## src/core/scs_defines.svh

```systemverilog
// register map, field positions and reset values of the clock controller
`ifndef SCS_DEFINES_SVH
`define SCS_DEFINES_SVH
`define SCS_ADDR_W 12
`define SCS_OFF_CTRL 12'h000
`define SCS_OFF_CFG 12'h004
`define SCS_OFF_CIR 12'h008
`define SCS_OFF_PRST 12'h00c
`define SCS_RESET_WORD 32'h00000000
`define SCS_CTRL_SUPV_BIT 19
`define SCS_SEL_LO 0
`define SCS_STAT_LO 2
`define SCS_NUM_RDY 7
`define SCS_CIR_FAIL_BIT 7
`define SCS_CIR_EN_LO 8
`define SCS_CIR_CLR_LO 16
`define SCS_CIR_FAIL_CLR_BIT 23
`define SCS_IN_INT_SLOW 0
`define SCS_IN_EXT_SLOW 1
`define SCS_IN_INT_FAST 2
`define SCS_IN_EXT_FAST 3
`define SCS_IN_MAIN_PLL 4
`define SCS_IN_FAIL 7
`define SCS_IN_WAKE 8
`define SCS_NUM_IN 9
`define SCS_PRST_SER1 14
`define SCS_PRST_SPI1 12
`define SCS_PRST_TIM 11
`define SCS_PRST_CONV2 10
`define SCS_PRST_CONV1 9
`define SCS_PRST_GPIOE 6
`define SCS_PRST_GPIOD 5
`define SCS_PRST_GPIOC 4
`define SCS_PRST_GPIOB 3
`define SCS_PRST_GPIOA 2
`define SCS_PRST_AFIO 0
`endif

```

## src/core/scs_pkg.sv

```systemverilog
// types shared by the clock controller and its bench
`include "scs_defines.svh"
package scs_pkg;
    typedef enum logic [1:0]
    {
        SRC_INT_FAST = 2'h0,
        SRC_EXT_FAST = 2'h1,
        SRC_MAIN_PLL = 2'h2,
        SRC_NONE = 2'h3
    } scs_src_type;
    typedef struct packed
    {
        logic psel;
        logic penable;
        logic pwrite;
        logic [`SCS_ADDR_W-1:0] paddr;
        logic [31:0] pwdata;
        logic [3:0] pstrb;
    } scs_apb_req_type;
    typedef struct packed
    {
        logic [31:0] prdata;
        logic pready;
        logic pslverr;
    } scs_apb_rsp_type;
    typedef struct packed
    {
        logic serial1Reset;
        logic spiPort1Reset;
        logic advTimerReset;
        logic converter2Reset;
        logic converter1Reset;
        logic gpioEReset;
        logic gpioDReset;
        logic gpioCReset;
        logic gpioBReset;
        logic gpioAReset;
        logic altFuncIoReset;
    } scs_periph_rst_type;
endpackage : scs_pkg

```

## src/core/scs_clock_ctrl.sv

```systemverilog
// clock source select, ready/failure flags and peripheral resets over APB
//
// Notes on behaviour
// - two-bit source select; code 11 never stored
// - force internal fast on wake or failure
// - status field reports source actually in use
// - failure flag set on external fast failure
// - failure clear bit: one clears, zero nothing
// - PLL ready flags set on lock if enabled
// - external fast ready flag when stable, enabled
// - internal fast ready flag when stable, enabled
// - external slow ready flag when stable, enabled
// - internal slow ready flag when stable, enabled
// - seven read-write enables at bits 14:8
// - ready clear bits 22:16 clear flag below
// - flags read-only, clears write-only, reserved zero
// - bit 14 holds serial transceiver in reset
// - bits 12, 11 hold SPI and timer reset
// - bits 10, 9 hold converters in reset
// - bits 6:2 hold GPIO ports E..A reset
// - bit 0 holds alternate-function remap reset
// - reserved reset-register bits read zero
// - any width access, no wait states
// - supervision active only once external ready
`timescale 1ns/1ps
`include "scs_defines.svh"

module scs_clock_ctrl
(
    input wire logic clock,
    input wire logic reset,
    input wire scs_pkg::scs_apb_req_type apbReq,
    output scs_pkg::scs_apb_rsp_type apbRsp,
    input wire logic [`SCS_NUM_IN-1:0] oscMonitor,
    output scs_pkg::scs_src_type sysclkSourceStatus,
    output logic clockCtrlIrq,
    output scs_pkg::scs_periph_rst_type periphReset
);

    // byte-lane merge of a write into a register, limited to writable bits
    function automatic logic [31:0] mergeBytes
    (
        input logic [31:0] oldValue,
        input logic [31:0] wdata,
        input logic [3:0] strobe,
        input logic [31:0] mask
    );
        logic [31:0] laneMask;
        laneMask = {{8{strobe[3]}}, {8{strobe[2]}},
                    {8{strobe[1]}}, {8{strobe[0]}}} & mask;
        return (oldValue & ~laneMask) | (wdata & laneMask);
    endfunction : mergeBytes

    function automatic logic [31:0] rstToWord
    (
        input scs_pkg::scs_periph_rst_type r
    );
        logic [31:0] w;
        w = `SCS_RESET_WORD;
        w[`SCS_PRST_SER1] = r.serial1Reset;
        w[`SCS_PRST_SPI1] = r.spiPort1Reset;
        w[`SCS_PRST_TIM] = r.advTimerReset;
        w[`SCS_PRST_CONV2] = r.converter2Reset;
        w[`SCS_PRST_CONV1] = r.converter1Reset;
        w[`SCS_PRST_GPIOE] = r.gpioEReset;
        w[`SCS_PRST_GPIOD] = r.gpioDReset;
        w[`SCS_PRST_GPIOC] = r.gpioCReset;
        w[`SCS_PRST_GPIOB] = r.gpioBReset;
        w[`SCS_PRST_GPIOA] = r.gpioAReset;
        w[`SCS_PRST_AFIO] = r.altFuncIoReset;
        return w;
    endfunction : rstToWord

    function automatic scs_pkg::scs_periph_rst_type wordToRst
    (
        input logic [31:0] w
    );
        scs_pkg::scs_periph_rst_type r;
        r.serial1Reset = w[`SCS_PRST_SER1];
        r.spiPort1Reset = w[`SCS_PRST_SPI1];
        r.advTimerReset = w[`SCS_PRST_TIM];
        r.converter2Reset = w[`SCS_PRST_CONV2];
        r.converter1Reset = w[`SCS_PRST_CONV1];
        r.gpioEReset = w[`SCS_PRST_GPIOE];
        r.gpioDReset = w[`SCS_PRST_GPIOD];
        r.gpioCReset = w[`SCS_PRST_GPIOC];
        r.gpioBReset = w[`SCS_PRST_GPIOB];
        r.gpioAReset = w[`SCS_PRST_GPIOA];
        r.altFuncIoReset = w[`SCS_PRST_AFIO];
        return r;
    endfunction : wordToRst

    // monitor inputs come from the analogue side: three-stage synchroniser
    logic [`SCS_NUM_IN-1:0] syncFirst;
    logic [`SCS_NUM_IN-1:0] syncSecond;
    logic [`SCS_NUM_IN-1:0] syncThird;
    logic [`SCS_NUM_IN-1:0] monStable;
    logic [`SCS_NUM_IN-1:0] monRise;

    always_ff @(posedge clock)
    begin
        if (reset)
        begin
            syncFirst <= '0;
            syncSecond <= '0;
            syncThird <= '0;
        end
        else
        begin
            syncFirst <= oscMonitor;
            syncSecond <= syncFirst;
            syncThird <= syncSecond;
        end
    end

    // a change counts only once the second and third stages agree
    always_ff @(posedge clock)
    begin
        if (reset)
        begin
            monStable <= '0;
        end
        else
        begin
            for (int i = 0; i < `SCS_NUM_IN; i++)
            begin
                if (syncSecond[i] == syncThird[i])
                begin
                    monStable[i] <= syncThird[i];
                end
            end
        end
    end

    assign monRise = syncSecond & syncThird & ~monStable;

    // bus decode
    logic setupPhase;
    logic writeTaken;
    logic addrHit;
    logic [31:0] busWdata;
    logic [3:0] busStrobe;
    logic wrCtrl;
    logic wrCfg;
    logic wrCir;
    logic wrPrst;

    assign setupPhase = apbReq.psel & ~apbReq.penable;
    // pready is high from the first cycle after reset, so no wait states
    assign writeTaken = apbReq.psel & apbReq.penable & apbRsp.pready
                        & apbReq.pwrite & addrHit;
    assign busWdata = apbReq.pwdata;
    assign busStrobe = apbReq.pstrb;
    assign wrCtrl = writeTaken & (apbReq.paddr == `SCS_OFF_CTRL);
    assign wrCfg = writeTaken & (apbReq.paddr == `SCS_OFF_CFG);
    assign wrCir = writeTaken & (apbReq.paddr == `SCS_OFF_CIR);
    assign wrPrst = writeTaken & (apbReq.paddr == `SCS_OFF_PRST);

    always_comb
    begin
        unique case (apbReq.paddr)
            `SCS_OFF_CTRL,
            `SCS_OFF_CFG,
            `SCS_OFF_CIR,
            `SCS_OFF_PRST: addrHit = 1'b1;
            default: addrHit = 1'b0;
        endcase
    end

    // control register: clock supervision enable
    logic [31:0] ctrlWord;

    always_ff @(posedge clock)
    begin
        if (reset)
        begin
            ctrlWord <= `SCS_RESET_WORD;
        end
        else if (wrCtrl)
        begin
            ctrlWord <= mergeBytes(ctrlWord, busWdata, busStrobe,
                                   32'h1 << `SCS_CTRL_SUPV_BIT);
        end
    end

    logic clockSupervisionEnable;
    assign clockSupervisionEnable = ctrlWord[`SCS_CTRL_SUPV_BIT];

    // failure only counts with supervision on and external fast ready
    logic failDetect;
    assign failDetect = monRise[`SCS_IN_FAIL] & clockSupervisionEnable
                        & monStable[`SCS_IN_EXT_FAST];

    // source select and switch status
    scs_pkg::scs_src_type sysclkSourceSelect;
    scs_pkg::scs_src_type requestedSource;
    logic forceInternal;
    logic targetReady;

    assign requestedSource =
        scs_pkg::scs_src_type'(busWdata[`SCS_SEL_LO +: 2]);
    // fallback applies while the failing oscillator feeds the system
    assign forceInternal = monRise[`SCS_IN_WAKE]
        | (failDetect
           & (sysclkSourceStatus != scs_pkg::SRC_INT_FAST));

    always_ff @(posedge clock)
    begin
        if (reset)
        begin
            sysclkSourceSelect <= scs_pkg::SRC_INT_FAST;
        end
        else if (forceInternal)
        begin
            sysclkSourceSelect <= scs_pkg::SRC_INT_FAST;
        end
        else if (wrCfg & busStrobe[0]
                 & (requestedSource != scs_pkg::SRC_NONE))
        begin
            sysclkSourceSelect <= requestedSource;
        end
    end

    always_comb
    begin
        unique case (sysclkSourceSelect)
            scs_pkg::SRC_INT_FAST:
                targetReady = monStable[`SCS_IN_INT_FAST];
            scs_pkg::SRC_EXT_FAST:
                targetReady = monStable[`SCS_IN_EXT_FAST];
            scs_pkg::SRC_MAIN_PLL:
                targetReady = monStable[`SCS_IN_MAIN_PLL];
            default:
                targetReady = 1'b0;
        endcase
    end

    // a requested switch completes once the new source is ready;
    // a forced fallback is taken at once, since the old source is gone
    always_ff @(posedge clock)
    begin
        if (reset)
        begin
            sysclkSourceStatus <= scs_pkg::SRC_INT_FAST;
        end
        else if (forceInternal)
        begin
            sysclkSourceStatus <= scs_pkg::SRC_INT_FAST;
        end
        else if (targetReady)
        begin
            sysclkSourceStatus <= sysclkSourceSelect;
        end
    end

    // interrupt register: enables, ready flags, failure flag
    logic [`SCS_NUM_RDY-1:0] readyIrqEn;
    logic [`SCS_NUM_RDY-1:0] readyFlag;
    logic clockFailFlag;
    logic [`SCS_NUM_RDY-1:0] readyClear;
    logic clockFailClear;
    logic [`SCS_NUM_RDY-1:0] next_readyFlag;
    logic next_clockFailFlag;
    logic [31:0] cirEnMask;
    logic [31:0] cirMerged;

    assign cirEnMask = {{(32 - `SCS_NUM_RDY){1'b0}},
                        {`SCS_NUM_RDY{1'b1}}} << `SCS_CIR_EN_LO;
    assign cirMerged = mergeBytes(32'(readyIrqEn) << `SCS_CIR_EN_LO,
                                  busWdata, busStrobe, cirEnMask);

    always_ff @(posedge clock)
    begin
        if (reset)
        begin
            readyIrqEn <= '0;
        end
        else if (wrCir)
        begin
            readyIrqEn <= cirMerged[`SCS_CIR_EN_LO +: `SCS_NUM_RDY];
        end
    end

    // clear bits act only on a write with their lane enabled
    assign readyClear = (wrCir & busStrobe[2])
        ? busWdata[`SCS_CIR_CLR_LO +: `SCS_NUM_RDY]
        : '0;
    assign clockFailClear = wrCir & busStrobe[2]
        & busWdata[`SCS_CIR_FAIL_CLR_BIT];

    // set wins over a clear arriving in the same cycle
    assign next_readyFlag = (readyFlag & ~readyClear)
        | (monRise[`SCS_NUM_RDY-1:0] & readyIrqEn);
    assign next_clockFailFlag = (clockFailFlag & ~clockFailClear)
        | failDetect;

    always_ff @(posedge clock)
    begin
        if (reset)
        begin
            readyFlag <= '0;
            clockFailFlag <= 1'b0;
        end
        else
        begin
            readyFlag <= next_readyFlag;
            clockFailFlag <= next_clockFailFlag;
        end
    end

    always_ff @(posedge clock)
    begin
        if (reset)
        begin
            clockCtrlIrq <= 1'b0;
        end
        else
        begin
            clockCtrlIrq <= (|next_readyFlag)
                            | next_clockFailFlag;
        end
    end

    // peripheral reset register drives the hold-in-reset lines directly
    always_ff @(posedge clock)
    begin
        if (reset)
        begin
            periphReset <= wordToRst(`SCS_RESET_WORD);
        end
        else if (wrPrst)
        begin
            periphReset <= wordToRst(mergeBytes(
                rstToWord(periphReset), busWdata, busStrobe,
                rstToWord(wordToRst(32'hffffffff))));
        end
    end

    // read mux; reserved and write-only bits come back as zero
    logic [31:0] cfgWord;
    logic [31:0] cirWord;
    logic [31:0] readWord;

    always_comb
    begin
        cfgWord = `SCS_RESET_WORD;
        cfgWord[`SCS_SEL_LO +: 2] = sysclkSourceSelect;
        cfgWord[`SCS_STAT_LO +: 2] = sysclkSourceStatus;
    end

    always_comb
    begin
        cirWord = `SCS_RESET_WORD;
        cirWord[`SCS_NUM_RDY-1:0] = readyFlag;
        cirWord[`SCS_CIR_FAIL_BIT] = clockFailFlag;
        cirWord[`SCS_CIR_EN_LO +: `SCS_NUM_RDY] = readyIrqEn;
    end

    always_comb
    begin
        unique case (apbReq.paddr)
            `SCS_OFF_CTRL: readWord = ctrlWord;
            `SCS_OFF_CFG: readWord = cfgWord;
            `SCS_OFF_CIR: readWord = cirWord;
            `SCS_OFF_PRST: readWord = rstToWord(periphReset);
            default: readWord = `SCS_RESET_WORD;
        endcase
    end

    // read data is captured in the setup cycle so it is valid from a
    // flop in the access cycle; a flag set between the two shows next read
    always_ff @(posedge clock)
    begin
        if (reset)
        begin
            apbRsp.prdata <= `SCS_RESET_WORD;
            apbRsp.pslverr <= 1'b0;
            apbRsp.pready <= 1'b0;
        end
        else
        begin
            apbRsp.pready <= 1'b1;
            if (setupPhase)
            begin
                apbRsp.prdata <= apbReq.pwrite ? `SCS_RESET_WORD
                                               : readWord;
                apbRsp.pslverr <= ~addrHit;
            end
        end
    end

endmodule : scs_clock_ctrl

```

## config.mk

```make
export PLATFORM = sky130hd
export DESIGN_NAME = scs_clock_ctrl
export DESIGN_NICKNAME = d
export VERILOG_FILES = /design/src/core/scs_pkg.sv /design/src/core/scs_clock_ctrl.sv
export VERILOG_INCLUDE_DIRS = /design/src /design/src/core
export SDC_FILE = /design/constraint.sdc
export NUM_CORES = 1
export LEC_CHECK = 0
export BUFFER_PORTS_ARGS = -buffer_cell sky130_fd_sc_hd__buf_2
export CAP_MARGIN = 5
export CORE_ASPECT_RATIO = 1.75
export CORE_UTILIZATION = 32
export DETAILED_ROUTE_END_ITERATION = 12
export PLACE_DENSITY_LB_ADDON = 0.25
export SYNTH_ARGS = -nofsm -noshare
export SYNTH_HDL_FRONTEND = slang
export SYNTH_SLANG_ARGS = --single-unit
```

## constraint.sdc

```tcl
create_clock -name clock -period 3.75 [get_ports clock]
set_input_delay 0.375 -clock clock [delete_from_list [all_inputs] [get_ports clock]]
set_output_delay 0.375 -clock clock [all_outputs]
set_load 0.005 [all_outputs]
```

# Word level (Yosys, flattened, before mapping)
# Index checks and enable logic that the tools add are counted.
totals:
  ff_bits: 133
  out_inout_bits: 48
  word_cells: 103
classes:
  eq_ne: 15
  mux: 7
  bitwise_logic: 42
  reduce_logical: 6
ops:
  columns: ["op", "n"]
  rows:
  - ["$pmux 32 s4", 1]
  - ["$and 15x15->15", 4]
  - ["$and 32x20->32", 1]
  - ["$and 32x32->32", 1]
  - ["$mux 32", 1]
  - ["$not 20->32", 1]
  - ["$or 32x32->32", 1]
  - ["$not 15->15", 2]
  - ["$or 15x15->15", 2]
  - ["$eq 12x4->1 const B", 2]
  - ["$and 9x9->9", 2]
  - ["$and 1x1->1", 17]
  - ["$and 7x7->7", 2]
  - ["$eq 12x3->1 const B", 1]
  - ["$logic_not 12->1", 1]
  - ["$eq 1x1->1", 9]
  - ["$not 9->9", 1]
  - ["$mux 7", 1]
  - ["$not 7->7", 1]
  - ["$or 7x7->7", 1]
  - ["$reduce_or 7->1", 1]
  - ["$reduce_or 4->1", 1]
  - ["$not 1->1", 3]
  - ["$or 1x1->1", 3]
  - ["9 further kinds", 10]

# Depth between registers and ports, before layout
depth:
  depth_word: 12
  mapped_depth: 7
  ltp_nobuf: 6

# Least setup slack after synthesis
# Ideal clock, no wire load.
synth_path:
  path_kind: "input to register"
  from: "input port apbReq[45] (netlist name)"
  to: "register with a tool-made name"
  setup_time_ps: 128
  arrival_time_ps: 1463
  required_ps: 3622
  slack_ps: 2160
  path_stages: 6
  cell_sequence: "nor4_1 -> and4b_2 -> and3_1 -> buf_6 -> mux2i_1 -> nor2_1"
synth_rtl:
  columns: ["element", "line_no", "source"]
  rows:
  - ["start, declared", "scs_clock_ctrl.sv:32", "input wire scs_pkg::scs_apb_req_type apbReq,"]

# Final worst setup path
layout_path:
  from: "input port apbReq[39] (netlist name)"
  to: "register clockCtrlIrq"
layout_via:
  elab_chain_len: 12
  word_cells_on_any_way: 19
layout_rtl:
  columns: ["element", "line_no", "source"]
  rows:
  - ["$eq 12x3->1, or another cell as far along", "scs_clock_ctrl.sv:161", "unique case (apbReq.paddr)"]
  - ["$reduce_or 4->1", "scs_clock_ctrl.sv:161", null]
  - ["$mux 1", "scs_clock_ctrl.sv:161", null]
  - ["$and 1x1->1", "scs_clock_ctrl.sv:151", "& apbReq.pwrite & addrHit;"]
  - ["$and 1x1->1 *", "scs_clock_ctrl.sv:156", "assign wrCir = writeTaken & (apbReq.paddr == `SCS_OFF_CIR);"]
  - ["$and 1x1->1 *", "scs_clock_ctrl.sv:285, scs_clock_ctrl.sv:288", null]
  - ["$mux 7", "scs_clock_ctrl.sv:285", "assign readyClear = (wrCir & busStrobe[2])"]
  - ["$not 7->7", "scs_clock_ctrl.sv:292", "assign next_readyFlag = (readyFlag & ~readyClear)"]
  - ["$and 7x7->7", "scs_clock_ctrl.sv:292", null]
  - ["$or 7x7->7", "scs_clock_ctrl.sv:292", null]
  - ["$reduce_or 7->1", "scs_clock_ctrl.sv:319", "clockCtrlIrq <= (|next_readyFlag)"]
  - ["$or 1x1->1 *", "scs_clock_ctrl.sv:320", "| next_clockFailFlag;"]
  - ["end signal, assigned", "scs_clock_ctrl.sv:319", null]
  - ["end, declared", "scs_clock_ctrl.sv:36", "output logic clockCtrlIrq,"]
# Mark *: on every way between the ends. The rest lies on a longest branch, timed or not.
# A chain may end at the register's enable or synchronous reset.

==> impl_metrics.env <==
export IMPL_status="finished, final reports clean"
export IMPL_met1_usage=0.150
export IMPL_holdBufCountCts=0
export IMPL_fin_ws_ns=1.80
export IMPL_cp_data_arrival_time_ns=2.13
export IMPL_cp_top_family="simple AND/OR/NAND/NOR gates"
export IMPL_grt_pass1_vias=2512
export IMPL_holdPathStages=2
export IMPL_clk_pin_slew_worst_paths_ns=0.06
export IMPL_r2r_slack_ns=1.84
export IMPL_regArea_mm2=0.00172
export IMPL_via_per_inst=4.76
export IMPL_drtAntennaViolNets=0
export IMPL_worst_path_buf_inv=1
export IMPL_rows=50
export IMPL_cts_tree="done"
export IMPL_antenna_found_initial=0
export IMPL_drc_errors=0
export IMPL_hpwlAfterDp_um=5960
export IMPL_portBuffers=82
export IMPL_fill_cells=1093
export IMPL_met2_usage=0.256
export IMPL_grt_use_total=0.147
export IMPL_fp_dieW_um=80.9
export IMPL_wl_um=7900
export IMPL_cts_htree_levels=3
export IMPL_grt_start_max_net_pins=41
export IMPL_pwr_share_seq=0.507
export IMPL_grt_ovfl_total=0
export IMPL_drive_gt1_frac=0.267
export IMPL_stdcell_count=561
export IMPL_max_freq_mhz=512
export IMPL_p_switching_uw=394
export IMPL_clockBufferDepth=2
export IMPL_fin_crit_sh=0.521
export IMPL_areaGrowthSynthToFinish_pct=20.3
export IMPL_setup_viol=0
export IMPL_core_mm2=0.0106
export IMPL_rr_worst_depth=5
export IMPL_slew_headroom=0.452
export IMPL_place_gp_congestion=0.811
export IMPL_dp_slack_ns=1.48
export IMPL_cts_made_buffers=9
export IMPL_pin_count=110
export IMPL_async_flop_share=0
export IMPL_pwr_share_comb=0.048
export IMPL_synth_top_area_share=0.494
export IMPL_multi_input_comb_area_mm2=0.00161
export IMPL_end_kind="flip-flop"
export IMPL_slowest_stage="nor2b_1"
export IMPL_hp_start="oscMonitor[6]"
export IMPL_finalSetupTns_ns=0
export IMPL_skew_ns=0.00492
export IMPL_cts_root_buffer="clkbuf_16"
export IMPL_crit_type="input port to flip-flop"
export IMPL_grt_busiest_layer="met2"
export IMPL_power_uw=1840
export IMPL_hp_class="input port to flip-flop"
export IMPL_hold_end="syncFirst[6]$_SDFF_PP0_"
export IMPL_syn_area_mm2=0.00349
export IMPL_start_kind="input port"
export IMPL_die_area_mm2=0.0113
export IMPL_clk_latency_ns=0.34
export IMPL_synth_area_leaders="dfxtp_1 49%, mux2i_1 8.0%, nor2_1 6.7%, nor2b_1 5.6%, mux2_2 3.6%"
export IMPL_slew_violations=0
export IMPL_synth_edff_count=0
export IMPL_worstReg2RegStart="apbRsp[1]$_DFF_P_"
export IMPL_grt_use_met3=0.0476
export IMPL_seq_area_frac_synth=0.494
export IMPL_syn_inst=351
export IMPL_ys_ff_latch=86
export IMPL_cts_sinks=86
export IMPL_fin_crit_ns=1.95
export IMPL_startpoint="apbReq[39]"
export IMPL_internal_power_uw=1450
export IMPL_postCtsSetupRepairBufs=0
export IMPL_yosys_cell_types_count=37
export IMPL_tightest_slew_ns=0.823
export IMPL_final_cell_mix="86 x dfxtp_1, 82 x buf_2, 62 x nor2_1"
export IMPL_die_y_um=140
export IMPL_p_sw_frac=0.214
export IMPL_vias=2669
export IMPL_drt_first_pass_iters=4
export IMPL_maxCapViolCount=0
export IMPL_dr_first_iter_drc_count=69
export IMPL_crit_fanout=14
export IMPL_dp_cells=546
export IMPL_power_density_mw_per_mm2=439
export IMPL_p_leak_uw=0.00195
export IMPL_rsz0062_at_grt="no"
export IMPL_path_cells="buf_2 -> nor2b_1 -> and3_1 -> a31oi_1 -> a211oi_1 -> a41oi_1"
export IMPL_final_common_cell="dfxtp_1"
export IMPL_yosysTopAreaCell="dfxtp_1"
export IMPL_diodes=0
export IMPL_synth_flop_cell="dfxtp_1"
export IMPL_critPathMaxStageDelay_ns=0.64
export IMPL_initial_core_util=0.328
export IMPL_power_share_clock=0.444
export IMPL_wl_per_cell_um=14.1
export IMPL_vdd_drop_max_v=0.000229
export IMPL_avgSynthCellArea_um2=9.94
export IMPL_cts_resized=0
export IMPL_fin_hold_ws_ns=0.246
export IMPL_yosysWarnings=0
export IMPL_grt_pass1_wl_um=12400
export IMPL_nNetsFinal=498
export IMPL_hold_violations=0
export IMPL_crit_required_ns=3.93
-- how the worst max path moves through the flow --
| stage | endpoint | slack [ns] | depth (start not counted) |
|---|---|---|---|
| floorplan | flip-flop | 2.16 | 6 |
| global placement | flip-flop | 1.48 | 5 |
| detailed placement | clockCtrlIrq$_SDFF_PP0_ | 1.48 | 6 |
| CTS | flip-flop | 1.84 | 5 |
| global route | clockCtrlIrq$_SDFF_PP0_ | 1.67 | 6 |
| finish | clockCtrlIrq$_SDFF_PP0_ | 1.80 | 6 |
-- power groups by stage --
stage	logic, µW	clock network [µW]	registers [µW]
CTS	90.5	846	934
floorplan	62.0	0	953
global route	100	884	936
global placement	89.2	0	954
detailed placement	90.0	0	955
finish	88.8	818	934
-- synth_stat cells (2+ instances only) --
master    count
dfxtp_1      86
nor2_1       62
nor2b_1      31
mux2i_1      28
buf_4        16
a22oi_1      15
a21oi_1      11
mux2_2       11
ha_1          9
clkbuf_1      8
nor4_1        7
and2_1        6
and3b_1       5
buf_2         5
nand2_1       5
and3_1        4
nand3b_1      4
o21ai_0       4
a22o_1        3
inv_1         3
nand2b_1      3
nand4_1       3
nand4_2       3
buf_1         2
buf_6         2
nand3_1       2
nand4b_1      2
o221a_2       2
-- cell families after synthesis --
kind of cell / synth area share
AND/OR/NAND/NOR: 0.214
adder cells (fa/ha/maj): 0.0323
buffers and inverters: 0.0621
other: 0.00108
AO/OA/AOI/OAI: 0.0811
flip-flops: 0.494
multiplexers: 0.116
-- area by class of cell --
cell class                 instances  share of cell area
clock buffer                      12              0.0611
clock inverter                     3             0.00477
timing repair buffer              83              0.0996
multi-input combinational        244               0.383
sequential                        86               0.410
tap                              130              0.0388
inverter                           3             0.00268
-- metrics by stage --
| step | area [µm²] | utilization |
|---|---|---|
| 2_1_floorplan | 3540 | - |
| 3_3_place_gp | 3920 | 0.369 |
| 3_5_place_dp | 3920 | 0.369 |
| 4_1_cts | 4200 | 0.395 |
| 5_1_grt | 4200 | 0.395 |
| 6_report | 4200 | 0.395 |
-- layer usage --
metal,wire (µm),part of all wire
met1,3040,0.38
met2,4160,0.53
met3,462,0.058
met4,239,0.030
met5,0,0
(Power assumes the default switching activity.)
